$ cat src/hdl/sensor_spi_map.vh
// Constants for the sensor serial slave port: register offsets, field positions, reset values, timing counts.
// Assumes a 50 MHz core clock; included by bare name.
`ifndef SENSOR_SPI_MAP_VH
`define SENSOR_SPI_MAP_VH

// Address byte layout.
`define DIR_BIT             7
`define ADDR_MSB            6
// Register offsets.
`define REG_MOTION          7'h02
`define REG_FW_LOAD_CTRL    7'h14
`define REG_MOTION_BURST    7'h50
`define REG_FW_LOAD_DATA    7'h60
// Firmware load control values and reset value.
`define FW_STEP_ONE         8'h1d
`define FW_STEP_TWO         8'h18
`define FW_CTRL_RESET       8'h00
// Motion burst length in bytes (64 bits).
`define BURST_BYTES         4'h8
// Burst exit hold: 4 us is 200 cycles of the 50 MHz core clock, sized to the exit counter.
`define BURST_EXIT_CYCLES   13'h00c8

`endif

$ cat src/hdl/pin_sync.v
// Two-stage synchroniser for a group of pins from outside the core clock domain.
// Assumes the pins are asynchronous levels; output is safe for logic on core_clk.
`timescale 1ns/100ps
`default_nettype none

module pin_sync #(
  parameter WIDTH = 3
) (
  // Clock and reset.
  input  wire             core_clk,
  input  wire             rst,
  // Pins in, synchronised levels out.
  input  wire [WIDTH-1:0] pin_in,
  output reg  [WIDTH-1:0] pin_out
);

  reg [WIDTH-1:0] stage_one_reg;

  // The first stage is read only by the second.
  always @(posedge core_clk) begin
    if (rst) begin
      stage_one_reg <= {WIDTH{1'b1}};
      pin_out       <= {WIDTH{1'b1}};
    end else begin
      stage_one_reg <= pin_in;
      pin_out       <= stage_one_reg;
    end
  end

endmodule
`default_nettype wire

$ cat src/hdl/byte_shifter.v
// Eight-bit serial shifter: takes in one bit per sample strobe, shifts out one bit per launch strobe.
// Assumes strobes come from the same clock; most significant bit first both ways.
`timescale 1ns/100ps
`default_nettype none

module byte_shifter (
  // Clock and clear.
  input  wire       core_clk,
  input  wire       clear,
  // Receive side.
  input  wire       sample,
  input  wire       bit_in,
  output reg  [7:0] rx_reg,
  output reg  [2:0] rx_count_reg,
  // Transmit side.
  input  wire       load,
  input  wire [7:0] load_data,
  input  wire       launch,
  output reg        bit_out_reg
);

  reg [7:0] tx_reg;

  // Receive: the byte completes when the count wraps.
  always @(posedge core_clk) begin
    if (clear) begin
      rx_reg       <= 8'h00;
      rx_count_reg <= 3'h0;
    end else if (sample) begin
      rx_reg       <= {rx_reg[6:0], bit_in};
      rx_count_reg <= rx_count_reg + 3'h1;
    end
  end

  // Transmit: a launch puts out the next bit and holds it until the next launch.
  always @(posedge core_clk) begin
    if (clear) begin
      tx_reg      <= 8'h00;
      bit_out_reg <= 1'b0;
    end else if (load) begin
      tx_reg      <= load_data;
    end else if (launch) begin
      bit_out_reg <= tx_reg[7];
      tx_reg      <= {tx_reg[6:0], 1'b0};
    end
  end

endmodule
`default_nettype wire

$ cat src/hdl/sensor_spi_slave_port.v
// Serial slave port of the motion sensor: framing, writes, reads and the motion burst.
// Assumes link pins are asynchronous; register contents are inputs from the sensor core.
`timescale 1ns/100ps
`default_nettype none
`include "sensor_spi_map.vh"

module sensor_spi_slave_port (
  // Clock and reset.
  input  wire        core_clk,
  input  wire        rst,
  // Serial link pins.
  input  wire        serial_clk,
  input  wire        host_data_in,
  input  wire        select_line_n,
  input  wire        power_down_in_n,
  output wire        dev_data_out,
  output wire        dev_data_oe_n,
  // Pull-up enable towards the pads.
  input  wire        pullup_select,
  output wire        pullup_en,
  // Register access towards the sensor core.
  output reg  [6:0]  reg_addr_reg,
  output reg         reg_write_stb_reg,
  output reg  [7:0]  reg_wdata_reg,
  input  wire [7:0]  reg_rdata,
  // Motion snapshot from the sensor core.
  input  wire [7:0]  motion_flags,
  input  wire [7:0]  x_displacement,
  input  wire [7:0]  y_displacement,
  input  wire [7:0]  surface_quality,
  input  wire [7:0]  exposure_high_byte,
  input  wire [7:0]  exposure_low_byte,
  input  wire [7:0]  peak_pixel_value,
  // Status.
  output reg  [7:0]  firmware_load_control_reg,
  output reg         firmware_load_armed_reg,
  output wire        burst_active
);

  // Port states.
  localparam [2:0] ST_ADDR   = 3'h0;
  localparam [2:0] ST_WDATA  = 3'h1;
  localparam [2:0] ST_RDATA  = 3'h2;
  localparam [2:0] ST_MBURST = 3'h3;
  localparam [2:0] ST_FBURST = 3'h4;
  localparam [2:0] ST_LOCKED = 3'h5;

  localparam [12:0] EXIT_CYCLES = `BURST_EXIT_CYCLES;

  wire [2:0] pins_sync;
  wire       sclk_s;
  wire       mosi_s;
  wire       sel_n_s;
  reg        sclk_prev_reg;
  reg        npd_s1_reg;
  reg        npd_s2_reg;
  reg  [2:0] state_reg;
  reg  [2:0] state_next;
  reg  [55:0] burst_buf_reg;
  reg  [3:0] burst_count_reg;
  reg  [12:0] exit_count_reg;
  reg        exit_done_reg;
  wire       port_enable;
  wire       rise;
  wire       fall;
  wire       abort;
  wire [7:0] rx_byte;
  wire [2:0] rx_count;
  wire [7:0] rx_full;
  wire       byte_done;
  wire       tx_bit;
  reg        load;
  reg  [7:0] load_data;

  // Synchronise clock, data and select before any logic reads them.
  pin_sync #(
    .WIDTH (3)
  ) u_sync (
    .core_clk (core_clk),
    .rst      (rst),
    .pin_in   ({serial_clk, host_data_in, select_line_n}),
    .pin_out  (pins_sync)
  );

  assign sclk_s  = pins_sync[2];
  assign mosi_s  = pins_sync[1];
  assign sel_n_s = pins_sync[0];

  // Power-down pin is synchronised locally.
  always @(posedge core_clk) begin
    if (rst) begin
      npd_s1_reg <= 1'b0;
      npd_s2_reg <= 1'b0;
    end else begin
      npd_s1_reg <= power_down_in_n;
      npd_s2_reg <= npd_s1_reg;
    end
  end

  // The port is live only out of reset, out of power down and while selected.
  assign port_enable = npd_s2_reg & ~rst & ~sel_n_s;
  assign abort       = ~port_enable;

  // Clock edge detection on the synchronised serial clock.
  always @(posedge core_clk) begin
    if (rst) begin
      sclk_prev_reg <= 1'b1;
    end else begin
      sclk_prev_reg <= sclk_s;
    end
  end

  assign rise = port_enable & sclk_s & ~sclk_prev_reg;
  assign fall = port_enable & ~sclk_s & sclk_prev_reg;

  // Received byte including the bit being sampled now.
  assign rx_full   = {rx_byte[6:0], mosi_s};
  assign byte_done = rise & (rx_count == 3'h7);

  byte_shifter u_shift (
    .core_clk     (core_clk),
    .clear        (abort),
    .sample       (rise),
    .bit_in       (mosi_s),
    .rx_reg       (rx_byte),
    .rx_count_reg (rx_count),
    .load         (load),
    .load_data    (load_data),
    .launch       (fall & (state_reg == ST_RDATA || state_reg == ST_MBURST)),
    .bit_out_reg  (tx_bit)
  );

  // Output is driven only while selected and sending; the host only ever clocks it out.
  assign dev_data_out  = tx_bit;
  assign dev_data_oe_n = ~(port_enable & (state_reg == ST_RDATA || state_reg == ST_MBURST));
  assign pullup_en     = pullup_select & ~rst;
  assign burst_active  = (state_reg == ST_MBURST) || (state_reg == ST_FBURST) || (state_reg == ST_LOCKED);

  // Byte-level state machine.
  always @* begin
    state_next = state_reg;
    load       = 1'b0;
    load_data  = 8'h00;
    case (state_reg)
      ST_ADDR: begin
        if (byte_done) begin
          if (rx_full[`DIR_BIT]) begin
            state_next = ST_WDATA;
          end else if (rx_full[`ADDR_MSB:0] == `REG_MOTION_BURST) begin
            state_next = ST_MBURST;
            load       = 1'b1;
            load_data  = motion_flags;
          end else begin
            state_next = ST_RDATA;
          end
        end
      end
      ST_WDATA: begin
        if (byte_done) begin
          if (reg_addr_reg == `REG_FW_LOAD_DATA && firmware_load_armed_reg) begin
            state_next = ST_FBURST;
          end else begin
            state_next = ST_ADDR;
          end
        end
      end
      ST_RDATA: begin
        // Data is fetched only while the clock pauses high, so the first fall launches and never reloads.
        if (byte_done) begin
          state_next = ST_ADDR;
        end else if (rx_count == 3'h0 && sclk_s && !rise) begin
          load      = 1'b1;
          load_data = reg_rdata;
        end
      end
      ST_MBURST: begin
        if (byte_done) begin
          if (burst_count_reg == `BURST_BYTES - 4'h1) begin
            state_next = ST_LOCKED;
          end else begin
            load      = 1'b1;
            load_data = burst_buf_reg[55:48];
          end
        end
      end
      ST_FBURST: begin
        state_next = ST_FBURST; // Firmware bytes stream until a long enough deselect.
      end
      ST_LOCKED: begin
        state_next = ST_LOCKED;
      end
      default: begin
        state_next = ST_ADDR;
      end
    endcase
  end

  // State register; deselect returns to idle, a burst needs a long enough deselect.
  always @(posedge core_clk) begin
    if (rst) begin
      state_reg <= ST_ADDR;
    end else if (abort) begin
      if (!burst_active || exit_done_reg) begin
        state_reg <= ST_ADDR;
      end
    end else if (burst_active && !exit_done_reg && state_reg != ST_MBURST && state_reg != ST_FBURST) begin
      state_reg <= ST_LOCKED;
    end else begin
      state_reg <= state_next;
    end
  end

  // Deselect timer for leaving burst mode.
  always @(posedge core_clk) begin
    if (rst) begin
      exit_count_reg <= 13'h0000;
      exit_done_reg  <= 1'b0;
    end else if (!sel_n_s) begin
      exit_count_reg <= 13'h0000;
      if (state_reg == ST_ADDR) begin
        exit_done_reg <= 1'b0;
      end
    end else if (exit_count_reg == EXIT_CYCLES - 13'h0001) begin
      exit_done_reg <= 1'b1;
    end else begin
      exit_count_reg <= exit_count_reg + 13'h0001;
    end
  end

  // Burst buffer: snapshot taken when the burst address completes.
  always @(posedge core_clk) begin
    if (rst) begin
      burst_buf_reg   <= 56'h0;
      burst_count_reg <= 4'h0;
    end else if (state_reg == ST_ADDR && state_next == ST_MBURST && !abort) begin
      burst_buf_reg   <= {x_displacement, y_displacement, surface_quality, exposure_high_byte,
                          exposure_low_byte, peak_pixel_value, 8'h00};
      burst_count_reg <= 4'h0;
    end else if (state_reg == ST_MBURST && byte_done && !abort) begin
      burst_buf_reg   <= {burst_buf_reg[47:0], 8'h00};
      burst_count_reg <= burst_count_reg + 4'h1;
    end
  end

  // Register address, write strobe and write data.
  always @(posedge core_clk) begin
    if (rst) begin
      reg_addr_reg      <= 7'h00;
      reg_wdata_reg     <= 8'h00;
      reg_write_stb_reg <= 1'b0;
    end else begin
      reg_write_stb_reg <= 1'b0;
      if (!abort && state_reg == ST_ADDR && byte_done) begin
        reg_addr_reg <= rx_full[`ADDR_MSB:0];
      end
      if (!abort && byte_done && (state_reg == ST_WDATA || state_reg == ST_FBURST)) begin
        reg_wdata_reg     <= rx_full;
        reg_write_stb_reg <= 1'b1;
      end
    end
  end

  // Firmware load control register and its arming sequence.
  always @(posedge core_clk) begin
    if (rst) begin
      firmware_load_control_reg <= `FW_CTRL_RESET;
      firmware_load_armed_reg   <= 1'b0;
    end else if (!abort && byte_done && state_reg == ST_WDATA && reg_addr_reg == `REG_FW_LOAD_CTRL) begin
      firmware_load_control_reg <= rx_full;
      if (rx_full == `FW_STEP_TWO && firmware_load_control_reg == `FW_STEP_ONE) begin
        firmware_load_armed_reg <= 1'b1;
      end
    end
  end

endmodule
`default_nettype wire

$ cat config.mk
export PLATFORM = sky130hd
export DESIGN_NAME = sensor_spi_slave_port
export DESIGN_NICKNAME = d
export VERILOG_FILES = /design/src/hdl/pin_sync.v /design/src/hdl/byte_shifter.v /design/src/hdl/sensor_spi_slave_port.v
export VERILOG_INCLUDE_DIRS = /design/src /design/src/hdl
export SDC_FILE = /design/constraint.sdc
export NUM_CORES = 1
export LEC_CHECK = 0
export ABC_AREA = 0
export CORE_UTILIZATION = 60
export CTS_BUF_LIST = sky130_fd_sc_hd__clkbuf_8
export DETAILED_ROUTE_END_ITERATION = 10
export DONT_BUFFER_PORTS = 1
export GPL_TIMING_DRIVEN = 1
export PLACE_DENSITY_LB_ADDON = 0.08
export SYNTH_ARGS = -nofsm -noshare
export SYNTH_HDL_FRONTEND = slang
export SYNTH_SLANG_ARGS = --single-unit
$ cat constraint.sdc
create_clock -name core_clk -period 5.37 [get_ports core_clk]
set_input_delay 1.074 -clock core_clk [delete_from_list [all_inputs] [get_ports core_clk]]
set_output_delay 1.074 -clock core_clk [all_outputs]
set_load 0.01 [all_outputs]
After elaboration in Yosys (flattened, before gate mapping):

Index checks and enable logic that the tools add are counted.

* input bits: 71
* word-level logic and storage cells: 127
* bits in registers: 122
* output and inout port bits: 29

* bitwise gates (word level): 16
* reduce and logical (&&, ||, !) cells: 36
* muxes and demuxes: 36
* equal/unequal tests: 17
* add/sub/neg operators: 3

Operators with widths (count)
* $mux 56: 2
* $mux 8: 9
* $mux 3: 9
* $pmux 8 s3: 1
* $pmux 3 s6: 1
* $logic_and 1x1->1: 17
* $eq 8x5->1 const B: 2
* $eq 7x7->1 const B: 2
* $add 13x1->13 const B: 1
* $eq 13x8->1 const B: 1
* $mux 1: 12
* $and 1x1->1: 10
* $eq 3x2->1 const B: 3
* $eq 3x3->1 const B: 3
* $reduce_bool 2->1: 4
* $eq 7x5->1 const B: 1
* $logic_not 3->1: 2
* $not 1->1: 6
* $reduce_and 2->1: 3
* $logic_or 1x1->1: 5
* $add 4x1->4 const B: 1
* $eq 4x3->1 const B: 1
* $reduce_or 2->1: 2
* $add 3x1->3 const B: 1
* other kinds (7): 9

Longest topological paths before layout:

Gate-level depths: netlist of run 1.

* depth in word-level cells: 12
* depth in mapped cells: 9
* depth with buffers taken out: 7

Cells and area by module:

A second synthesis of run 1 with hierarchy kept.

* cell total of the unflattened synthesis: 675
* area total of the unflattened synthesis: 6018.3 um^2

By module, submodules not included
* sensor_spi_slave_port: sequential area each 1941.9 um^2, cells an instance 587, instances 1, area each 5023.6 um^2
* byte_shifter: sequential area each 400.4 um^2, cells an instance 76, instances 1, area each 837.1 um^2
* pin_sync: sequential area each 120.1 um^2, cells an instance 12, instances 1, area each 157.7 um^2

Worst setup path before layout of run 1:

OpenSTA, ideal clock, no wires.

* path kind: input-to-output
* start point: input port rst
* end point: output port pullup_en
* arrival time: 1.654 ns
* required time: 4.296 ns
* path slack: 2.642 ns
* stages on the path: 3
* path buffers: 2
* cells stage by stage: clkbuf_1 > clkbuf_1 > nor2b_1

* longest elaborated chain between the ends: 2

Ends and longest elaborated chain
* from (decl): RTL line sensor_spi_slave_port.v:10 `input wire rst,`
* $not 1->1: RTL line sensor_spi_slave_port.v:136 `assign pullup_en = pullup_select & ~rst;`
* $and 1x1->1: RTL line sensor_spi_slave_port.v:136
* to (decl): RTL line sensor_spi_slave_port.v:20 `output wire pullup_en,`

No other way between the ends.

Final worst setup path of run 1:

* start point: input port rst
* end point: register burst_buf_reg[55]

* longest elaborated chain between the ends: 12
* elaborated cells between the ends (all ways): 18
* those cells by class: eq/ne: 1; mux: 6; bitwise: 6; reduce/logical: 5

Ends and longest elaborated chain
* $not 1->1: RTL line sensor_spi_slave_port.v:101 `assign port_enable = npd_s2_reg & ~rst & ~sel_n_s;`
* $and 1x1->1 (2 in a row): RTL line sensor_spi_slave_port.v:101
* $and 1x1->1 (2 in a row): RTL line sensor_spi_slave_port.v:113 `assign rise = port_enable & sclk_s & ~sclk_prev_reg;`
* $and 1x1->1: RTL line sensor_spi_slave_port.v:118 `assign byte_done = rise & (rx_count == 3'h7);`
* $mux 3 (on tied branches)
* $pmux 3 s6: RTL line sensor_spi_slave_port.v:144 `case (state_reg)`
* $eq 3x2->1: RTL line sensor_spi_slave_port.v:235 `end else if (state_reg == ST_ADDR && state_next == ST_MBURST && !abort) begin`
* $logic_and 1x1->1 (2 in a row): RTL line sensor_spi_slave_port.v:235
* $mux 56 or $reduce_bool 2->1 (tied branches)
* to (signal assigned): RTL line sensor_spi_slave_port.v:236 `burst_buf_reg <= {x_displacement, y_displacement, surface_quality, exposure_high_byte,`
* to (signal assigned): RTL line sensor_spi_slave_port.v:240 `burst_buf_reg <= {burst_buf_reg[47:0], 8'h00};`
* to (decl): RTL line sensor_spi_slave_port.v:59 `reg [55:0] burst_buf_reg;`

Several ways; a longest one is shown, not always the timed one.
A chain may end at the register's enable or synchronous reset.

==> summary.md, run 1 <==
| Metric | Value |
|---|---|
| Most common flop cell mapped by yosys | dfxtp_1 |
| Path depth of the worst reg2reg path | 5 |
| Power share of the combinational group | 0.010 |
| Area fraction of the dominant cell type after synthesis | 0.452 |
| Crit path max-delay family | simple AND/OR/NAND/NOR gates |
| Fraction of registers with async set/reset | 0 |
| Kind of launch point of the worst setup path | input pin |
| TritonCTS Sinks | 122 |
| Remaining max-slew budget at the tightest pin | 0.224 |
| Per-instance average area after synthesis | 8.71 sq um |
| GR Overflow Total | 0 |
| Clock Tree Root | clkbuf_8 |
| Run status | finished clean |
| Top-Level Pins | 100 |
| Worst clock skew | 0.0144 ns |
| Maximum fanout along the worst path | 93 |
| H-tree depth | 4 |
| RSZ-0062 raised after global routing | no |
| Post-layout minimum cycle time | 3.21 ns |
| Max reg flops | 48 |
| Number of synthesized register bits | 122 |
| Final Cycle Share | 0.597 |
| Final routed wire length divided by cell count | 15.4 microns |
| Register-to-register setup slack | 2.44 ns |
| Most area-consuming cells after synthesis | dfxtp_1, nand2_1, a311oi_2, nor2_1, a21oi_1 |
| Worst Slack Setup Final | 2.16 ns |
| Fill cell total of the finished layout | 742 |
| Synth warnings | 0 |
| Insertion delay of the later-clocked pin in the worst-skew pair | 0.42 ns |
| Crit path DAT | 3.50 ns |
| Clock transition time at the flip-flop clock pins of the worst setup and hold paths | 0.07 ns |
| Terminus of the critical flop-to-flop path | burst_buf_reg[55] |
| Final slew viol count | 0 |
| Number of gates resized after cts | 0 |
| Cell-internal power | 1330 uW |
| Net switching share of the total power | 0.208 |
| Final count of hold timing violations | 0 |
| First element of the critical path | rst |
| Via Count | 4213 |
| Sequence of cells on the critical path | or3b_1, nor2_2, nand3_2, a21oi_1, a211oi_2 |
| Critical path destination | burst_buf_reg[55] |
| Slowest cell on the critical path | nand3_2 |
| Layout Area Growth over Synthesis | 6.16% |
| Count of antenna-violating nets left after detailed routing | 0 |
| Sum of net half-perimeters after detailed placement | 7.33 mm |
| Detailed-route wire length | 11.1 mm |
| Drt first pass iters | 4 |
| Switching power | 351 uW |
| CTS Hold Buffers Added | 0 |
| Sequential area share after synthesis | 0.452 |
| Worst ir drop on vdd | 0.000206 V |
| Residual DRC count | 0 |
| Layout cell share with drive strength beyond 1 | 0.133 |
| Number of max-cap violations | 0 |
| Stages on worst setup path | 5 |
| Horiz. Die Dim | 96.9 microns |
| Row count | 34 |
| DIE AREA | 9390 sq um |
| Commonest cells in the netlist | nand2_1, dfxtp_1, nor2_1 |
| TritonCTS clock tree | built |
| Number of antenna repair diodes | 0 |
| Initial Util | 0.620 |
| Class of the most critical hold timing path | reg2reg |
| Placeable core region | 8720 sq um |
| Cell type with the largest total area after synthesis | dfxtp_1 |
| Slew at the pin with the worst max-slew slack | 1.15 ns |
| Static leakage | 0.00186 uW |
| Vertical die dimension | 96.9 microns |
| Synthesized area | 5410 sq um |
| Number of library cell types mapped by synthesis | 52 |
| Post-synth EDFFs | 0 |
| Gate Count Post-Synth | 621 |
| Inserted Clock Buffers | 17 |
| First-pass GRT wire length | 18.9 mm |
| Via count of the first global-routing pass | 3954 |
| Worst setup slack before clock tree synthesis | 1.74 ns |
| Portion of total power attributed to the clock network | 0.448 |
| Count of nets after finishing | 677 |
| Average vias per placed instance | 5.86 |
| Crit Reg-Reg Startpoint | u_sync.pin_out[0] |
| Global router's overall resource usage | 0.249 |
| Data required time at the worst endpoint | 5.66 ns |
| Routability Congestion | 0.847 |
| Combined buffer and inverter count along the critical path | 0 |
| Buffer levels on the longest clock path | 2 |
| Buffers on Ports | 0 |
| Cell with the most instances after synthesis | nand2_1 |
| Final setup violation count | 0 |
| Delay of the slowest critical-path stage | 0.74 ns |
| Type of the worst setup path | in2reg |
| Power share of the sequential group | 0.543 |
| Largest net degree at the start of global routing | 94 |
| Power density over cell area | 294 nW/um^2 |
| Max frequency | 0.312 GHz |
| DRT iter0 DRCs | 170 |
| Initial antenna violation count | 0 |
| Buffers inserted during post-CTS setup optimization | 0 |
| Setup TNS | 0 ns |
| Synthesized net count | 697 |
| Critical path capture point type | flop |
[through the flow]
| step | instance area (sq um) | power (uW) | instances | hold slack (ns) | utilization |
|---|---|---|---|---|---|
| after detailed placement | 5370 | 951 | 690 | 0.397 | 0.616 |
| final | 5740 | 1690 | 719 | 0.413 | 0.658 |
| after global routing | 5740 | 1740 | 719 | 0.423 | 0.658 |
| after CTS | 5740 | 1700 | 719 | 0.413 | 0.658 |
| after global placement | 5370 | 950 | 690 | 0.396 | 0.616 |
| after floorplan | 5410 | 958 | 621 | 0.389 | - |
[cell families after synthesis]
family                   share of synthesized area
multiplexers                                0.0333
AND/OR/NAND/NOR                              0.262
buffers and inverters                       0.0407
adder cells (fa/ha/maj)                     0.0116
flip-flops                                   0.452
AO/OA/AOI/OAI                                0.175
XOR/XNOR                                    0.0259
[area by class of cell]
cell class / instances / area, sq um / share of cell area
repair buffers: 3 / 22.5 / 0.00392
multi-input cells: 453 / 2750 / 0.480
clock inverters: 7 / 67.6 / 0.0118
well taps: 108 / 135 / 0.0235
clock buffers: 22 / 303 / 0.0528
flip-flops and latches: 122 / 2440 / 0.426
inverters: 4 / 15.0 / 0.00262
[per-layer routing]
layer	global-route usage	part of all wire
met1	0.338	0.46
met2	0.387	0.48
met3	0.0614	0.053
met4	0.0861	0.012
met5	0	0
[cells in the final DEF (no fill, tap or decap), types with 4 or more instances in the layout]
cell / synthesis / routed
xnor2_1: 7 / 7
xor2_1: 9 / 9
clkbuf_8: 0 / 22
nand3b_1: 4 / 4
nor2b_1: 13 / 13
a311oi_2: 30 / 30
nand4_1: 6 / 6
nor3_1: 10 / 10
nor2_1: 79 / 79
ha_1: 5 / 5
inv_1: 4 / 4
a21oi_1: 39 / 39
or2_2: 8 / 8
nand3_1: 20 / 19
a221o_1: 6 / 6
nand2_1: 139 / 139
nand2b_1: 4 / 4
mux2i_1: 18 / 18
dfxtp_1: 122 / 122
o21ai_0: 11 / 11
a311oi_1: 10 / 10
[worst min-delay path by stage]
stage / start / to / slack [ns] / depth (start not counted)
5_1_grt: u_sync.stage_one_reg[0] / u_sync.pin_out[0] / 0.42 / 1
2_1_floorplan: u_sync.stage_one_reg[0] / u_sync.pin_out[0] / 0.39 / 1
3_3_place_gp: u_sync.stage_one_reg[1] / u_sync.pin_out[1] / 0.40 / 1
6_report: u_sync.stage_one_reg[0] / u_sync.pin_out[0] / 0.41 / 1
3_5_place_dp: u_sync.stage_one_reg[1] / u_sync.pin_out[1] / 0.40 / 1
4_1_cts: u_sync.stage_one_reg[1] / u_sync.pin_out[1] / 0.41 / 1
[power by group through the flow]
stage               clock (uW)  sequential (uW)  combinational, uW
floorplan                    0              933               25.4
CTS                        769              915               16.1
detailed placement           0              935               16.0
global placement             0              935               15.6
global route               809              915               18.4
finish                     754              915               16.0
No activity file was read; power rests on OpenSTA's default activity.
==> inputs of run 2 (changes only) <==
--- a/config.mk
+++ b/config.mk
@@ -7,7 +7,7 @@
 export NUM_CORES = 1
 export LEC_CHECK = 0
 export ABC_AREA = 0
-export CORE_UTILIZATION = 60
+export CORE_UTILIZATION = 59
 export CTS_BUF_LIST = sky130_fd_sc_hd__clkbuf_8
 export DETAILED_ROUTE_END_ITERATION = 10
 export DONT_BUFFER_PORTS = 1
==> constraint.sdc (replaced) <==
create_clock -name core_clk -period 2.64 [get_ports core_clk]
set_input_delay 0.528 -clock core_clk [delete_from_list [all_inputs] [get_ports core_clk]]
set_output_delay 0.528 -clock core_clk [all_outputs]
set_load 0.01 [all_outputs]
==> summary.md, run 2 (synthesized netlist as in run 1, its figures left out) <==
| Metric | Value |
|---|---|
| Run status | finished, violations left |
| Violated checks | design-rule violations |
| Worst ir drop on vdd | 0.000336 V |
| TritonCTS clock tree | built |
| Clock Tree Root | clkbuf_8 |
| Fin area | 5940 sq um |
| Placeable core region | 8810 sq um |
| Worst Hold Margin | 0.183 ns |
| Final routed wire length divided by cell count | 15.3 microns |
| Cell area after placement | 5500 sq um |
| Routability Congestion | 0.831 |
| Overall power of the completed layout | 3690 uW |
| Final setup violation count | 0 |
| Slowest cell on the critical path | or4b_4 |
| Maximum fanout along the worst path | 21 |
| Area used by multi-input combinational logic | 2750 sq um |
| Crit path DAT | 2.63 ns |
| Fill cell total of the finished layout | 760 |
| Clock transition time at the flip-flop clock pins of the worst setup and hold paths | 0.07 ns |
| Most used cells in the layout excluding fill and tap cells | nand2_1, dfxtp_1, nor2_1, a21oi_1, a311oi_2 |
| Max reg flops | 48 |
| Final count of hold timing violations | 0 |
| Power density over cell area | 621 nW/um^2 |
| CTS Hold Buffers Added | 0 |
| Max frequency | 0.436 GHz |
| Final Cycle Share | 0.869 |
| Via Count | 4261 |
| TritonCTS Sinks | 122 |
| Layout cell share with drive strength beyond 1 | 0.152 |
| Initial Util | 0.614 |
| Final slew viol count | 0 |
| Buffers inserted during post-CTS setup optimization | 0 |
| Horiz. Die Dim | 97.7 microns |
| Area taken by flip-flops and latches | 2440 sq um |
| Vertical die dimension | 97.7 microns |
| Kind of launch point of the worst setup path | flop |
| First-pass GRT wire length | 18.9 mm |
| Number of antenna repair diodes | 0 |
| Post-layout minimum cycle time | 2.29 ns |
| Data required time at the worst endpoint | 2.98 ns |
| Count of nets after finishing | 690 |
| Number of gates resized after cts | 0 |
| Global router's overall resource usage | 0.247 |
| Remaining max-slew budget at the tightest pin | 0.648 |
| H-tree depth | 4 |
| Inserted Clock Buffers | 17 |
| Type of the worst setup path | reg2reg |
| Count of antenna-violating nets left after detailed routing | 0 |
| Most common library cell in the layout ignoring fill and taps | nand2_1 |
| Largest net degree at the start of global routing | 94 |
| Critical path capture point type | flop |
| DIE AREA | 9550 sq um |
| Sum of net half-perimeters after detailed placement | 7.47 mm |
| Sequence of cells on the critical path | or4b_4, nor4_4, and2_1, buf_4, a21oi_1, a211oi_2 |
| Drt first pass iters | 8 |
| Static leakage | 0.00198 uW |
| Post-layout util | 0.675 |
| Residual DRC count | 14 |
| Delay of the slowest critical-path stage | 0.53 ns |
| RSZ-0062 raised after global routing | no |
| Insertion delay of the later-clocked pin in the worst-skew pair | 0.42 ns |
| Buffers on Ports | 0 |
| Setup TNS | 0 ns |
| Slew at the pin with the worst max-slew slack | 0.528 ns |
| GR Overflow Total | 0 |
| Buffer levels on the longest clock path | 2 |
| DRT iter0 DRCs | 287 |
| Initial antenna violation count | 0 |
| Worst clock skew | 0.00816 ns |
| Number of max-cap violations | 0 |
| Top-Level Pins | 100 |
| Class of the most critical hold timing path | in2reg |
| Layout Area Growth over Synthesis | 9.88% |
| Via count of the first global-routing pass | 3922 |
| Row count | 34 |
| Average vias per placed instance | 5.80 |
| Detailed-route wire length | 11.2 mm |
## run 2: layer usage
layer	track usage	vias up	wire length, microns
met3	0.0719	14	595
met2	0.378	106	5250
met1	0.333	1995	5230
li1	-	2146	-
met4	0.0886	0	138
met5	0	-	0
## run 2: worst max-delay path: cells and delay by family (launching register included)
family,cells,cell delay [ns]
AO/OA/AOI/OAI,2,0.33
buffers and inverters,1,0.26
flip-flops,1,0.46
AND/OR/NAND/NOR,3,1.15
## run 2: cell type report
type | count | share of cell area
inverters | 4 | 0.00253
clock inverters | 13 | 0.0295
flip-flops and latches | 122 | 0.411
repair buffers | 16 | 0.0265
multi-input cells | 453 | 0.464
clock buffers | 19 | 0.0440
well taps | 108 | 0.0227
## run 2: path summary, 6_finish.rpt
path | startpoint | end | slack [ns] | cells past startpoint
worst max-delay path | u_shift.rx_reg[3] | burst_buf_reg[55] | 0.35 | 6
worst min register to register | u_sync.stage_one_reg[2] | u_sync.pin_out[2] | 0.41 | 1
worst max register to register | u_shift.rx_reg[3] | burst_buf_reg[55] | 0.35 | 6
worst min-delay path | rst | reg_wdata_reg[3] | 0.18 | 1
## run 2: stage by stage
step / setup slack [ns] / std cells
2_1_floorplan: 0.530 / 621
3_3_place_gp: 0.464 / 703
3_5_place_dp: 0.361 / 703
4_1_cts: 0.333 / 735
5_1_grt: 0.254 / 735
6_report: 0.347 / 735
## run 2: power breakdown
part / switching (uW) / leakage (uW) / internal [uW]
sequential: 10.9 / 0.000985 / 1850
clock: 725 / 0.000224 / 1070
combinational: 16.9 / 0.000769 / 17.6
==> inputs of run 3 (changes only) <==
--- a/config.mk
+++ b/config.mk
@@ -7,6 +7,7 @@
 export NUM_CORES = 1
 export LEC_CHECK = 0
 export ABC_AREA = 0
+export CORE_ASPECT_RATIO = 0.6
 export CORE_UTILIZATION = 59
 export CTS_BUF_LIST = sky130_fd_sc_hd__clkbuf_8
 export DETAILED_ROUTE_END_ITERATION = 10
==> summary.md, run 3 (synthesized netlist as in run 1, its figures left out) <==
| Metric | Value |
|---|---|
| Final setup violation count | 0 |
| Fill cell total of the finished layout | 689 |
| Count of nets after finishing | 695 |
| Most used cells in the layout excluding fill and tap cells | nand2_1, dfxtp_1, nor2_1, a21oi_1, a311oi_2 |
| Power share of the combinational group | 0.011 |
| Count of antenna-violating nets left after detailed routing | 0 |
| Number of max-cap violations | 0 |
| Most common library cell in the layout ignoring fill and taps | nand2_1 |
| Buffers inserted during post-CTS setup optimization | 0 |
| Drt first pass iters | 10 |
| Maximum fanout along the worst path | 39 |
| Cell-internal power | 2870 uW |
| Insertion delay of the later-clocked pin in the worst-skew pair | 0.44 ns |
| GR Overflow Total | 0 |
| Power share of the sequential group | 0.514 |
| Routability Congestion | 0.820 |
| Power density over cell area | 606 nW/um^2 |
| RSZ-0062 raised after global routing | no |
| Clock transition time at the flip-flop clock pins of the worst setup and hold paths | 0.07 ns |
| Layout cell share with drive strength beyond 1 | 0.157 |
| Final Cycle Share | 0.857 |
| TritonCTS Sinks | 122 |
| Data required time at the worst endpoint | 2.99 ns |
| Post-layout minimum cycle time | 2.26 ns |
| DRT iter0 DRCs | 331 |
| Buffer levels on the longest clock path | 2 |
| Worst clock skew | 0.00982 ns |
| Violated checks | design-rule violations |
| Placeable core region | 8690 sq um |
| DIE AREA | 9560 sq um |
| Worst ir drop on vdd | 0.000457 V |
| Setup TNS | 0 ns |
| Final slew viol count | 0 |
| Initial Util | 0.622 |
| Via count of the first global-routing pass | 4178 |
| H-tree depth | 4 |
| Layout Area Growth over Synthesis | 10.5% |
| Number of gates resized after cts | 0 |
| Switching power | 748 uW |
| Remaining max-slew budget at the tightest pin | 0.671 |
| Worst setup slack before clock tree synthesis | 0.385 ns |
| CTS Hold Buffers Added | 0 |
| Buffers on Ports | 0 |
| Number of antenna repair diodes | 0 |
| First-pass GRT wire length | 21.1 mm |
| Vertical die dimension | 76.2 microns |
| Largest net degree at the start of global routing | 94 |
| Initial antenna violation count | 0 |
| Slew at the pin with the worst max-slew slack | 0.493 ns |
| Average vias per placed instance | 5.97 |
| Horiz. Die Dim | 126 microns |
| Max frequency | 0.442 GHz |
| Post-layout util | 0.688 |
| Clock Tree Root | clkbuf_8 |
| Net switching share of the total power | 0.207 |
| Inserted Clock Buffers | 17 |
| Via Count | 4440 |
| TritonCTS clock tree | built |
| Type of the worst setup path | reg2reg |
| Worst Slack Setup Final | 0.379 ns |
| Sum of net half-perimeters after detailed placement | 8.71 mm |
| Crit path DAT | 2.61 ns |
| Kind of launch point of the worst setup path | flop |
| Global router's overall resource usage | 0.280 |
| Row count | 26 |
| Detailed-route wire length | 12.7 mm |
| Class of the most critical hold timing path | in2reg |
| Final routed wire length divided by cell count | 17.0 microns |
| Top-Level Pins | 100 |
| Residual DRC count | 8 |
| Final count of hold timing violations | 0 |
| Run status | finished, violations left |
| Critical path capture point type | flop |
| Max reg flops | 48 |
| Portion of total power attributed to the clock network | 0.476 |
| Static leakage | 0.00201 uW |
run 3: per-layer routing:
| layer | global-route usage | routed length [microns] | up-vias |
|---|---|---|---|
| li1 | - | - | 2154 |
| met1 | 0.392 | 6050 | 2113 |
| met2 | 0.396 | 5270 | 153 |
| met3 | 0.0927 | 1130 | 20 |
| met4 | 0.111 | 204 | 0 |
| met5 | 0 | 0 | - |
run 3: cell type report:
class	instances	area, sq um	share of cell area
timing repair buffer	21	208	0.0348
clock buffer	24	330	0.0553
multi-input combinational	453	2750	0.460
tap	112	140	0.0235
clock inverter	8	90.1	0.0151
inverter	4	15.0	0.00251
sequential	122	2440	0.409
run 3: critical path, cell delays in order (launching register included):
cell	delay (ns)
dfxtp_1	0.45
or4b_4	0.53
nor4_4	0.42
nand2_4	0.26
buf_12	0.25
a311oi_1	0.24
run 3: path summary, 6_finish.rpt:
path	cells past startpoint	slack (ns)	from	endpoint
worst min register to register	1	0.41	u_sync.stage_one_reg[2]	u_sync.pin_out[2]
worst max register to register	5	0.38	u_shift.rx_reg[3]	burst_buf_reg[16]
worst min-delay path	1	0.15	rst	npd_s1_reg
worst max-delay path	5	0.38	u_shift.rx_reg[3]	burst_buf_reg[16]
run 3: power groups by stage:
stage	sequential [uW]	clock (uW)	combinational (uW)
CTS	1860	1740	38.1
finish	1860	1720	38.1
global placement	1900	0	37.1
global route	1860	1830	43.4
detailed placement	1900	0	38.0
floorplan	1900	0	51.6
run 3: per-stage QoR:
step,hold WS [ns],power (uW),cell area [sq um],std cells
floorplan,0.389,1950,5410,621
global placement,0.396,1940,5550,712
detailed placement,0.396,1940,5550,712
CTS,0.137,3640,5970,744
global route,0.133,3730,5970,744
finish,0.153,3620,5970,744
